[src/hdl/iex_map.svh]
/*
 * Offsets, field positions, reset values and opcode encodings of the
 * instruction execution subset.
 * Assumes it is included by its bare name from the package and the bench.
 */
`ifndef IEX_MAP_SVH
`define IEX_MAP_SVH
`define IEX_REG_CTRL    4'h0
`define IEX_REG_STATE   4'h4
`define IEX_CTRL_RUN    0
`define IEX_CTRL_MIE    1
`define IEX_ST_ACC_LSB  0
`define IEX_ST_FLG_LSB  8
`define IEX_ST_MIE      12
`define IEX_ST_PC_LSB   16
`define IEX_PC_RST      11'h000
`define IEX_ACC_RST     8'h00
`define IEX_IRQ_VEC     11'h004
`define IEX_SET_BYTE    8'hff
`define IEX_OP_LSB      11
`define IEX_OP_JMP      5'h00
`define IEX_OP_MOV_AM   5'h01
`define IEX_OP_MOV_AX   5'h02
`define IEX_OP_MOV_MA   5'h03
`define IEX_OP_IDLE     5'h04
`define IEX_OP_OR_AM    5'h05
`define IEX_OP_OR_AX    5'h06
`define IEX_OP_ORM      5'h07
`define IEX_OP_RET      5'h08
`define IEX_OP_RET_AX   5'h09
`define IEX_OP_INTERRUPT_EXIT     5'h0a
`define IEX_OP_RL       5'h0b
`define IEX_OP_RLA      5'h0c
`define IEX_OP_RLC      5'h0d
`define IEX_OP_ROTATE_LEFT_WITH_CARRY_TO_WORKING     5'h0e
`define IEX_OP_RR       5'h0f
`define IEX_OP_RRA      5'h10
`define IEX_OP_RRC      5'h11
`define IEX_OP_ROTATE_RIGHT_WITH_CARRY_TO_WORKING     5'h12
`define IEX_OP_SBC      5'h13
`define IEX_OP_SUBTRACT_WITH_BORROW_TO_MEMORY     5'h14
`define IEX_OP_SDZ      5'h15
`define IEX_OP_DECREMENT_SKIP_IF_ZERO_TO_WORKING     5'h16
`define IEX_OP_SET      5'h17
`define IEX_OP_SETB     5'h18
`define IEX_OP_SIZ      5'h19
`define IEX_OP_INCREMENT_SKIP_IF_ZERO_TO_WORKING     5'h1a
`endif

[src/hdl/iex_pkg.sv]
/*
 * Types shared by the execution core and its bench.
 * Assumes iex_map.svh is on the include path.
 */
package iex_pkg;
   `include "iex_map.svh"

   typedef enum logic [1:0] {IEX_FETCH, IEX_DECODE, IEX_READ, IEX_EXEC} iex_state_t;

   typedef struct packed {
      logic       carry;
      logic       half_carry_flag;
      logic       zero;
      logic       sign_wrap_flag;
   } iex_flags_t;

   typedef struct packed {
      logic [7:0] addr;
      logic [7:0] wdata;
      logic       we;
   } iex_dreq_t;

   typedef struct packed {
      logic        push;
      logic        pop;
      logic [10:0] data;
   } iex_sreq_t;
endpackage : iex_pkg

[src/hdl/iex_core.sv]
/*
 * Execution core for a subset of an 8-bit instruction set, with an
 * Avalon-MM register slave for run control and state readback.
 * Assumes synchronous program and data memories with one cycle of read
 * latency, and a return stack whose top entry is visible combinationally.
 */
// The Avalon-MM interface to the registers and the address map are this design's own decisions.
`timescale 1ns/1ps
`default_nettype none

// Summary of operation
// RQ1 - Jump loads address, two cycles, no flags.
// RQ2 - Moves copy bytes without touching flags.
// RQ3 - Idle only advances the program counter.
// RQ4 - OR into accumulator, zero flag only.
// RQ5 - OR written back to memory, zero only.
// RQ6 - Return pops stack into program counter.
// RQ7 - Return with immediate also loads accumulator.
// RQ8 - Interrupt return pops and sets enable.
// RQ9 - Pending interrupt served before main program.
// RQ10 - Circular left rotate, no flags.
// RQ11 - Left rotate through carry, carry only.
// RQ12 - Circular right rotate, no flags.
// RQ13 - Right rotate through carry, carry only.
// RQ14 - Subtract with borrow into accumulator.
// RQ15 - Subtract with borrow into memory.
// RQ16 - Carry is inverted borrow after subtraction.
// RQ17 - Decrement memory, skip next if zero.
// RQ18 - Decrement into accumulator, skip if zero.
// RQ19 - Skip takes two instruction cycles.
// RQ20 - Set byte to all ones or one bit.
// RQ21 - Increment memory, skip next if zero.
// RQ22 - Increment into accumulator, skip if zero.
// RQ23 - Skipped instruction becomes harmless dummy cycle.
module iex_core (
   // Clock and reset.
   input  wire logic               core_clk,
   input  wire logic               rst,
   // Register bus.
   input  wire logic [3:0]         avs_address,
   input  wire logic               avs_read,
   input  wire logic               avs_write,
   input  wire logic [31:0]        avs_writedata,
   input  wire logic [3:0]         avs_byteenable,
   output var  logic [31:0]        avs_readdata,
   output var  logic               avs_waitrequest,
   // Program memory.
   output var  logic [10:0]        pmem_addr,
   input  wire logic [15:0]        pmem_data,
   // Data memory.
   output var  iex_pkg::iex_dreq_t dmem_req,
   input  wire logic [7:0]         dmem_rdata,
   // Return stack.
   output var  iex_pkg::iex_sreq_t stack_req,
   input  wire logic [10:0]        stack_top,
   // Interrupts.
   input  wire logic               irq_req,
   output var  logic               irq_ack,
   output var  logic               master_irq_enable
);
   import iex_pkg::*;

   iex_state_t  state,     next_state;
   logic [10:0] pc,        next_pc;
   logic [15:0] ir,        next_ir;
   logic [7:0]  acc,       next_acc;
   iex_flags_t  flags,     next_flags;
   logic        next_mie;
   logic        dummy,     next_dummy;
   logic        dummy_adv, next_dummy_adv;
   iex_dreq_t   next_dreq;
   iex_sreq_t   next_sreq;
   logic        next_irq_ack;
   logic        ack,       next_ack;
   logic        run,       next_run;
   logic [31:0] next_rdata;
   logic        ctrl_wr;

   logic [4:0]  op;
   logic [7:0]  m;
   logic [7:0]  imm;
   logic [10:0] pc_inc;
   logic [7:0]  dec_v;
   logic [7:0]  inc_v;
   logic [8:0]  sub_full;
   logic [4:0]  sub_lo;
   logic        sub_ov;
   logic        irq_take;
   logic        exec_live;

   assign op        = ir[15:`IEX_OP_LSB];
   assign m         = dmem_rdata;
   assign imm       = ir[7:0];
   assign pc_inc    = pc + 11'h001;
   assign dec_v     = m - 8'h01;
   assign inc_v     = m + 8'h01;
   assign sub_full  = {1'b0, acc} + {1'b0, ~m} + {8'h00, flags.carry};
   assign sub_lo    = {1'b0, acc[3:0]} + {1'b0, ~m[3:0]} + {4'h0, flags.carry};
   assign sub_ov    = (acc[7] ^ m[7]) & (sub_full[7] ^ acc[7]);
   assign irq_take  = (state == IEX_FETCH) && master_irq_enable && irq_req && !dummy;
   assign exec_live = (state == IEX_EXEC) && !dummy;
   assign pmem_addr = pc;

   // Sequencer and datapath.
   always_comb begin
      next_state     = state;
      next_pc        = pc;
      next_ir        = ir;
      next_acc       = acc;
      next_flags     = flags;
      next_mie       = master_irq_enable;
      next_dummy     = dummy;
      next_dummy_adv = dummy_adv;
      next_dreq      = dmem_req;
      next_dreq.we   = 1'b0;
      next_sreq      = stack_req;
      next_sreq.push = 1'b0;
      next_sreq.pop  = 1'b0;
      next_irq_ack   = 1'b0;
      case (state)
         IEX_FETCH: begin
            // RQ9 entry at boundary.
            if (irq_take) begin
               next_sreq.push = 1'b1;
               next_sreq.data = pc;
               next_pc        = `IEX_IRQ_VEC;
               next_mie       = 1'b0;
               next_irq_ack   = 1'b1;
            end else if (run) begin
               next_state = IEX_DECODE;
            end
         end
         IEX_DECODE: begin
            next_ir        = pmem_data;
            next_dreq.addr = pmem_data[7:0];
            next_state     = IEX_READ;
         end
         IEX_READ: begin
            next_state = IEX_EXEC;
         end
         IEX_EXEC: begin
            next_state = IEX_FETCH;
            next_pc    = pc_inc;
            if (dummy) begin
               // RQ23 dummy changes nothing.
               next_dummy = 1'b0;
               if (!dummy_adv) begin
                  next_pc = pc;
               end
            end else begin
               case (op)
                  // RQ1 jump plus dummy.
                  `IEX_OP_JMP: begin
                     next_pc        = ir[10:0];
                     next_dummy     = 1'b1;
                     next_dummy_adv = 1'b0;
                  end
                  // RQ2 plain copies.
                  `IEX_OP_MOV_AM: next_acc = m;
                  `IEX_OP_MOV_AX: next_acc = imm;
                  `IEX_OP_MOV_MA: begin
                     next_dreq.we    = 1'b1;
                     next_dreq.wdata = acc;
                  end
                  // RQ3 advance only.
                  `IEX_OP_IDLE: next_pc = pc_inc;
                  // RQ4 OR into accumulator.
                  `IEX_OP_OR_AM: begin
                     next_acc        = acc | m;
                     next_flags.zero = ((acc | m) == 8'h00);
                  end
                  `IEX_OP_OR_AX: begin
                     next_acc        = acc | imm;
                     next_flags.zero = ((acc | imm) == 8'h00);
                  end
                  // RQ5 OR into memory.
                  `IEX_OP_ORM: begin
                     next_dreq.we    = 1'b1;
                     next_dreq.wdata = acc | m;
                     next_flags.zero = ((acc | m) == 8'h00);
                  end
                  // RQ6 RQ7 RQ8 returns pop stack.
                  `IEX_OP_RET, `IEX_OP_RET_AX, `IEX_OP_INTERRUPT_EXIT: begin
                     next_pc        = stack_top;
                     next_sreq.pop  = 1'b1;
                     next_dummy     = 1'b1;
                     next_dummy_adv = 1'b0;
                     if (op == `IEX_OP_RET_AX) begin
                        next_acc = imm;
                     end
                     if (op == `IEX_OP_INTERRUPT_EXIT) begin
                        next_mie = 1'b1;
                     end
                  end
                  // RQ10 circular left.
                  `IEX_OP_RL: begin
                     next_dreq.we    = 1'b1;
                     next_dreq.wdata = {m[6:0], m[7]};
                  end
                  `IEX_OP_RLA: next_acc = {m[6:0], m[7]};
                  // RQ11 left through carry.
                  `IEX_OP_RLC: begin
                     next_dreq.we     = 1'b1;
                     next_dreq.wdata  = {m[6:0], flags.carry};
                     next_flags.carry = m[7];
                  end
                  `IEX_OP_ROTATE_LEFT_WITH_CARRY_TO_WORKING: begin
                     next_acc         = {m[6:0], flags.carry};
                     next_flags.carry = m[7];
                  end
                  // RQ12 circular right.
                  `IEX_OP_RR: begin
                     next_dreq.we    = 1'b1;
                     next_dreq.wdata = {m[0], m[7:1]};
                  end
                  `IEX_OP_RRA: next_acc = {m[0], m[7:1]};
                  // RQ13 right through carry.
                  `IEX_OP_RRC: begin
                     next_dreq.we     = 1'b1;
                     next_dreq.wdata  = {flags.carry, m[7:1]};
                     next_flags.carry = m[0];
                  end
                  `IEX_OP_ROTATE_RIGHT_WITH_CARRY_TO_WORKING: begin
                     next_acc         = {flags.carry, m[7:1]};
                     next_flags.carry = m[0];
                  end
                  // RQ14 RQ15 RQ16 subtract with borrow.
                  `IEX_OP_SBC, `IEX_OP_SUBTRACT_WITH_BORROW_TO_MEMORY: begin
                     next_flags.carry           = sub_full[8];
                     next_flags.half_carry_flag = sub_lo[4];
                     next_flags.zero            = (sub_full[7:0] == 8'h00);
                     next_flags.sign_wrap_flag  = sub_ov;
                     if (op == `IEX_OP_SBC) begin
                        next_acc = sub_full[7:0];
                     end else begin
                        next_dreq.we    = 1'b1;
                        next_dreq.wdata = sub_full[7:0];
                     end
                  end
                  // RQ17 RQ18 RQ19 decrement and skip.
                  `IEX_OP_SDZ, `IEX_OP_DECREMENT_SKIP_IF_ZERO_TO_WORKING: begin
                     if (op == `IEX_OP_SDZ) begin
                        next_dreq.we    = 1'b1;
                        next_dreq.wdata = dec_v;
                     end else begin
                        next_acc = dec_v;
                     end
                     if (dec_v == 8'h00) begin
                        next_dummy     = 1'b1;
                        next_dummy_adv = 1'b1;
                     end
                  end
                  // RQ20 set byte or bit.
                  `IEX_OP_SET: begin
                     next_dreq.we    = 1'b1;
                     next_dreq.wdata = `IEX_SET_BYTE;
                  end
                  `IEX_OP_SETB: begin
                     next_dreq.we    = 1'b1;
                     next_dreq.wdata = m | (8'h01 << ir[10:8]);
                  end
                  // RQ21 RQ22 RQ19 increment and skip.
                  `IEX_OP_SIZ, `IEX_OP_INCREMENT_SKIP_IF_ZERO_TO_WORKING: begin
                     if (op == `IEX_OP_SIZ) begin
                        next_dreq.we    = 1'b1;
                        next_dreq.wdata = inc_v;
                     end else begin
                        next_acc = inc_v;
                     end
                     if (inc_v == 8'h00) begin
                        next_dummy     = 1'b1;
                        next_dummy_adv = 1'b1;
                     end
                  end
                  default: next_pc = pc_inc;
               endcase
            end
         end
         default: next_state = IEX_FETCH;
      endcase
      if (ctrl_wr && avs_writedata[`IEX_CTRL_MIE]) begin
         next_mie = 1'b1;
      end
   end

   always_ff @(posedge core_clk or posedge rst) begin
      if (rst) begin
         state             <= IEX_FETCH;
         pc                <= `IEX_PC_RST;
         ir                <= 16'h0000;
         acc               <= `IEX_ACC_RST;
         flags             <= '0;
         master_irq_enable <= 1'b0;
         dummy             <= 1'b0;
         dummy_adv         <= 1'b0;
         dmem_req          <= '0;
         stack_req         <= '0;
         irq_ack           <= 1'b0;
      end else begin
         state             <= next_state;
         pc                <= next_pc;
         ir                <= next_ir;
         acc               <= next_acc;
         flags             <= next_flags;
         master_irq_enable <= next_mie;
         dummy             <= next_dummy;
         dummy_adv         <= next_dummy_adv;
         dmem_req          <= next_dreq;
         stack_req         <= next_sreq;
         irq_ack           <= next_irq_ack;
      end
   end

   // Register slave with one wait state.
   assign avs_waitrequest = ~ack;
   assign ctrl_wr = avs_write && ack && (avs_address == `IEX_REG_CTRL) && avs_byteenable[0];

   always_comb begin
      next_ack   = (avs_read || avs_write) && !ack;
      next_run   = run;
      next_rdata = avs_readdata;
      if (avs_read && !ack) begin
         next_rdata = 32'h0000_0000;
         if (avs_address == `IEX_REG_CTRL) begin
            next_rdata[`IEX_CTRL_RUN] = run;
            next_rdata[`IEX_CTRL_MIE] = master_irq_enable;
         end else if (avs_address == `IEX_REG_STATE) begin
            next_rdata[`IEX_ST_ACC_LSB +: 8]  = acc;
            next_rdata[`IEX_ST_FLG_LSB +: 4]  = flags;
            next_rdata[`IEX_ST_MIE]           = master_irq_enable;
            next_rdata[`IEX_ST_PC_LSB +: 11]  = pc;
         end
      end
      if (ctrl_wr) begin
         next_run = avs_writedata[`IEX_CTRL_RUN];
      end
   end

   always_ff @(posedge core_clk or posedge rst) begin
      if (rst) begin
         ack          <= 1'b0;
         run          <= 1'b0;
         avs_readdata <= 32'h0000_0000;
      end else begin
         ack          <= next_ack;
         run          <= next_run;
         avs_readdata <= next_rdata;
      end
   end

   // Checks.
   logic        sbc_no_borrow;
   assign sbc_no_borrow = ({1'b0, acc} >= ({1'b0, m} + {8'h00, ~flags.carry}));
endmodule : iex_core

`default_nettype wire

[config.mk]
export PLATFORM = sky130hd
export DESIGN_NAME = iex_core
export DESIGN_NICKNAME = d
export VERILOG_FILES = /design/src/hdl/iex_pkg.sv /design/src/hdl/iex_core.sv
export VERILOG_INCLUDE_DIRS = /design/src /design/src/hdl
export SDC_FILE = /design/constraint.sdc
export NUM_CORES = 1
export LEC_CHECK = 0
export ABC_AREA = 1
export BUFFER_PORTS_ARGS = -buffer_cell sky130_fd_sc_hd__buf_2
export CAP_MARGIN = 40
export CORE_UTILIZATION = 50
export CTS_CLUSTER_DIAMETER = 200
export CTS_CLUSTER_SIZE = 16
export DETAILED_ROUTE_END_ITERATION = 16
export GPL_TIMING_DRIVEN = 0
export PLACE_DENSITY = 0.9
export SYNTH_ARGS = -nofsm -noshare
export SYNTH_HDL_FRONTEND = slang
export SYNTH_SLANG_ARGS = --single-unit
[constraint.sdc]
create_clock -name core_clk -period 3.2 [get_ports core_clk]
set_input_delay 0.64 -clock core_clk [delete_from_list [all_inputs] [get_ports core_clk]]
set_output_delay 0.64 -clock core_clk [all_outputs]
set_load 0.05 [all_outputs]
======== Word level (Yosys, flattened, before mapping) ========
Cells that the tools add are included.
word-level totals
  logic and storage cells ................. 173
  input port bits ......................... 80
  register bits after elaboration ......... 100
  output and inout bits ................... 76
operators by class
  reductions and logical operators ........ 45
  muxes and demuxes ....................... 44
  bitwise gates (word level) .............. 10
  add/sub/neg operators ................... 7
  equality and inequality tests ........... 46
  shifts and indexed selects .............. 1
operators with widths
  cell                                                              count
  9-bit one-hot mux with 11 select lines                            1
  8-bit one-hot mux with 12 select lines                            1
  11-bit two-way mux                                                6
  5-bit == test (second input constant)                             11
  11-bit one-hot mux with 2 select lines                            2
  5-bit by 4-bit == test with 1-bit output (second input constant)  8
  8-bit logical NOT                                                 5
  8-bit two-way mux                                                 4
  9-bit two-way mux                                                 3
  2-bit inequality test (second input constant)                     12
  8-bit OR                                                          3
  1-bit two-way mux                                                 17
  5-bit by 3-bit == test with 1-bit output (second input constant)  3
  13-bit two-way mux                                                1
  1-bit one-hot mux with 3 select lines                             4
  3-bit AND reduction                                               4
  12-bit nonzero test                                               1
  3-bit nonzero test                                                4
  2-bit OR reduction                                                6
  11-bit by 1-bit adder with 11-bit output (second input constant)  1
  11-bit nonzero test                                               1
  5-bit by 2-bit == test with 1-bit output (second input constant)  2
  5-bit AND reduction                                               2
  8-bit by 8-bit adder with 9-bit output                            1
  other kinds (33)                                                  50

======== Depth between registers and ports, before layout ========
  depth in word-level cells ............... 7
  mapped depth ............................ 14
  gate-level depth less buffers ........... 13

======== Least setup slack after synthesis ========
Ideal clock, no wire load.
  path type ............................... input to register
  start ................................... input port dmem_rdata[0]
  end ..................................... register acc[6]
  required time ........................... 3,083 ps
  stages .................................. 12
  setup slack ............................. 490 ps
  arrival ................................. 2,593 ps
  path buffers ............................ 1
  library setup time ...................... 117 ps
  cells stage by stage .................... buf_2 clkinv_1 fa_1 fa_1 nand3_1 nand2_1 nand2_1 nand3_1 nand3_1 nand4_1 nand2_1 nand2_1
on the way
  longest elaborated chain between the ends .. 5
  elaborated cells between the ends (all ways) .. 9
  classes of those cells .................. 4 x add/sub; 4 x mux; 1 x bitwise
ends and longest elaborated chain
  item                                      line             text
  start, declared                           iex_core.sv:52   input wire logic [7:0] dmem_rdata,
  8-bit NOT                                 iex_core.sv:97   assign sub_full = {1'b0, acc} + {1'b0, ~m} + {8'h00, flags.carry};
  8-bit by 8-bit adder with 9-bit output    iex_core.sv:97
  9-bit by 1-bit adder with 9-bit output    iex_core.sv:97
  8-bit two-way mux                         iex_core.sv:233  if (op == `IEX_OP_SBC) begin
  8-bit one-hot mux with 12 select lines *  iex_core.sv:151  case (op)
  end signal, assigned                      iex_core.sv:291  acc <= `IEX_ACC_RST;
  end signal, assigned                      iex_core.sv:303  acc <= next_acc;
  end, declared                             iex_core.sv:66   logic [7:0] acc, next_acc;
Mark *: on every way between the ends. The rest lies on a longest branch, timed or not. The select of a mux whose other input is x is not followed.
A chain may end at the register's enable or synchronous reset.

======== Final worst setup path ========
  start ................................... input port dmem_rdata[0]
  end ..................................... register flags[1] (netlist bit)
on the way
  longest elaborated chain between the ends .. 5
  elaborated cells between the ends (all ways) .. 7
  classes of those cells .................. 2 x add/sub; 1 x mux; 2 x bitwise; 2 x reduce/logical
ends and longest elaborated chain
  item                                     line             text
  8-bit NOT                                iex_core.sv:97
  8-bit by 8-bit adder with 9-bit output   iex_core.sv:97
  9-bit by 1-bit adder with 9-bit output   iex_core.sv:97
  8-bit logical NOT                        iex_core.sv:231  next_flags.zero = (sub_full[7:0] == 8'h00);
  1-bit one-hot mux with 3 select lines *  iex_core.sv:151
  end signal, assigned                     iex_core.sv:304  flags <= next_flags;
  end, declared                            iex_core.sv:67   iex_flags_t flags, next_flags;
Mark *: on every way between the ends. The rest lies on a longest branch, timed or not.

==> reports/summary.txt <==
Status: complete, no violations
Slew headroom: 42.7%
Cells after Synth: 984
WP data arrival: 3.36 ns
Root Driver: clkbuf_16
Met2 WL: 10.3 mm
CTS H-tree depth: 3
Top-level port count: 156
GRT Total Usage: 35.1%
Simple-Gate Fraction of Synth Area: 34.9%
DP Wirelength: 17.9 mm
DRC violation count after routing: 0
Design area: 7660 um^2
CP Launch Type: input pin
Post-Synth XOR/XNOR Area: 0.807%
Synthesized area per cell: 6.62 um^2
Yosys warning total: 0
Peak VDD IR: 739 uV
P&R area growth vs syn: 17.6%
Synth Area in Compound Gates: 13.4%
Nets: 1222
Max layer used: met4
Initial Util: 51.4%
Register area share after synthesis: 35.4%
Reg power frac: 25.9%
DR WL/cell: 17.7 um
Register area: 2300 um^2
Post-synth cell types: 36
Max Clock Skew: 0.0150 ns
Share of flip-flops with an asynchronous set or reset: 100%
Core area: 12700 um^2
Leak pwr: 4.11 nW
Row cnt: 41
Clk_lat worst skew: 0.36 ns
F_max: 325 MHz
WP data required: 3.48 ns
Clk network pwr share: 14.5%
Crit Path Max Fanout: 11
Kind of critical path: input pin to flip-flop
Hold Crit Class: input pin to asynchronous set/reset pin
# port buffers: 112
Clock slew at reported path FFs: 0.07 ns
Top post-synthesis cells by count: 314 x nand2_1, 108 x inv_1, 103 x nor2_1
Most frequent cell after synthesis: nand2_1
Critical-path cell list: buf_2 > buf_2 > clkinvlp_4 > fa_1 > fa_1 > xnor2_1 > inv_1 > nand2_1 > nor2_1 > nand3_1 > nor2_1 > nand3_1 > a21oi_1
Final ANT Viol Nets: 0
Final setup fails: 0
M1 wire length: 9.44 mm
Initial antenna violation count: 0
Maximum clock path buffer count: 2
Largest family of logic cells by synthesized area: simple AND/OR/NAND/NOR gates
Logic pwr share: 59.6%
CP top delay family: adder cells
WL final: 22.9 mm
Max-cap violation count: 0
Vias: 7351
Die Span X: 116 um
Die H: 116 um
Mux cell area share after synthesis: 0%
WL met3: 2.32 mm
Top FF cell, synth: dfrtp_1
Worst path max stage delay: 0.56 ns
Dpl cell area: 7340 um^2
Share of layout cells above drive strength 1: 14.8%
Synth top area share: 35.4%
Final Max Slew Viols: 0
Placed insts: 1277
Area contributors post-synth: dfrtp_1 35%, nand2_1 18%, o21ai_0 7.2%, inv_1 6.2%, nand3_1 6.0%
Switch share: 56.0%
Drt via density: 5.69
Pin count of the biggest net entering global routing: 56
DRT iter0 DRCs: 683
Cell Int Power: 3.39 mW
#FFs+latches synth: 92
GP Congestion: 1.07
EDFF count, synth: 0
Cell Pwr Density: 1010 nW/um^2
ANT cells: 0
Crit path buf inv count: 4
Period Utilization, post-route: 96.0%
Grt ovf: 0
RSZ-0062 raised after global routing: no
Top cell type by total area after synthesis: dfrtp_1
Switching Power: 4.32 mW
Vias in the first global route: 6734
Die Area: 13500 um^2
CTS tree: done
Clk sinks: 92
Synthesized area: 6510 um^2
Final Hold Vio Count: 0
Total power: 7.71 mW
Crit end category: flip-flop
Drt pass-1 iters: 6
Slew @ Worst Pin: 0.860 ns
First-pass GRT wire length: 35.4 mm
Post-Layout Cell Count: 1293
Num CTS Buffers: 9
CP max-delay cell: fa_1
Multi-input logic area: 3570 um^2
Final Util: 60.4%
Post-Synth Adder-Cell Area: 5.23%
Fill cells: 1235
Tmin final: 3.07 ns
==> metal layers <==
metal  vias up  track usage (%)
li1       3452                -
met5         -                0
met1      3379             47.7
met4         0             14.7
met3        66             5.14
met2       454             56.2
==> cell usage in the layout, fill, tap and decap left out, types with 8 or more instances in the layout <==
master	n
clkbuf_1	20
buf_2	117
inv_1	107
dfrtp_1	92
ha_1	24
o21ai_0	94
buf_4	19
clkbuf_16	9
nor2_1	103
nor3_1	8
o22ai_1	22
conb_1	8
nand3_1	78
nand4_1	30
o211ai_1	9
nand2_1	314
a21oi_1	18
==> sequential cells by signal, summed over array words and instances (netlist names), 2 cells and up <==
name / count
pmem_addr: 11
dmem_req: 16
ir: 9
flags: 4
state: 2
acc: 8
stack_req: 12
avs_readdata: 24
==> cell type report <==
| type | count | share of cell area (%) |
|---|---|---|
| Buffer | 42 | 3.02 |
| Clock buffer | 10 | 2.99 |
| Clock inverter | 6 | 1.05 |
| Tap cell | 172 | 2.81 |
| Inverter | 115 | 5.72 |
| Timing Repair Buffer | 114 | 7.68 |
| Sequential cell | 92 | 30.1 |
| Multi-Input combinational cell | 742 | 46.7 |
==> metrics by stage <==
| step | hold WS (ns) | worst slack, ns | setup TNS, ns |
|---|---|---|---|
| finish | 0.391 | 0.127 | 0 |
| global route | 0.454 | 0.0405 | 0 |
| CTS | 0.417 | 0.0345 | 0 |
| detailed placement | 0.458 | -0.268 | -1.30 |
| global placement | 0.457 | -0.812 | -75.28 |
| floorplan | 0.437 | 0.168 | 0 |
==> kinds of logic (layout without fill, tap and decap cells) <==
| group | Yosys count | in the layout |
|---|---|---|
| buffers and inverters | 157 | 287 |
| adder cells (fa/ha/maj) | 26 | 26 |
| AO/OA/AOI/OAI | 156 | 156 |
| flip-flops | 92 | 92 |
| XOR/XNOR | 6 | 6 |
| other | 1 | 8 |
| AND/OR/NAND/NOR | 546 | 546 |
==> path summary, 6_finish.rpt <==
check                                   start               to  slack [ns]  cells after the start
worst max-delay path            dmem_rdata[0]         flags[1]        0.13                     13
worst min-delay path                      rst  avs_readdata[5]        0.39                      2
worst max register to register         acc[0]         flags[1]        0.75                     10
worst min register to register    dmem_req[3]      dmem_req[3]        0.47                      2
max in group asynchronous                 rst            ir[7]        2.16                      3
min in group core_clk             dmem_req[3]      dmem_req[3]        0.47                      2
==> power groups by stage <==
| stage | logic [mW] | clock network [mW] | registers [mW] |
|---|---|---|---|
| after floorplan | 2.55 | 0 | 2.59 |
| after global placement | 4.38 | 0 | 1.97 |
| after detailed placement | 4.45 | 0 | 1.99 |
| after CTS | 4.49 | 1.12 | 1.98 |
| after global routing | 4.94 | 1.17 | 2.04 |
| final | 4.59 | 1.12 | 2.00 |
==> what timing repair did <==
action | 4_1_cts | 5_1_grt
endpoints found under the setup margin | 0 | 5
hold buffers | 0 | 0
gates resized for setup | 0 | 1
setup buffers | 0 | 0
Power figures use the tool's default switching activity.
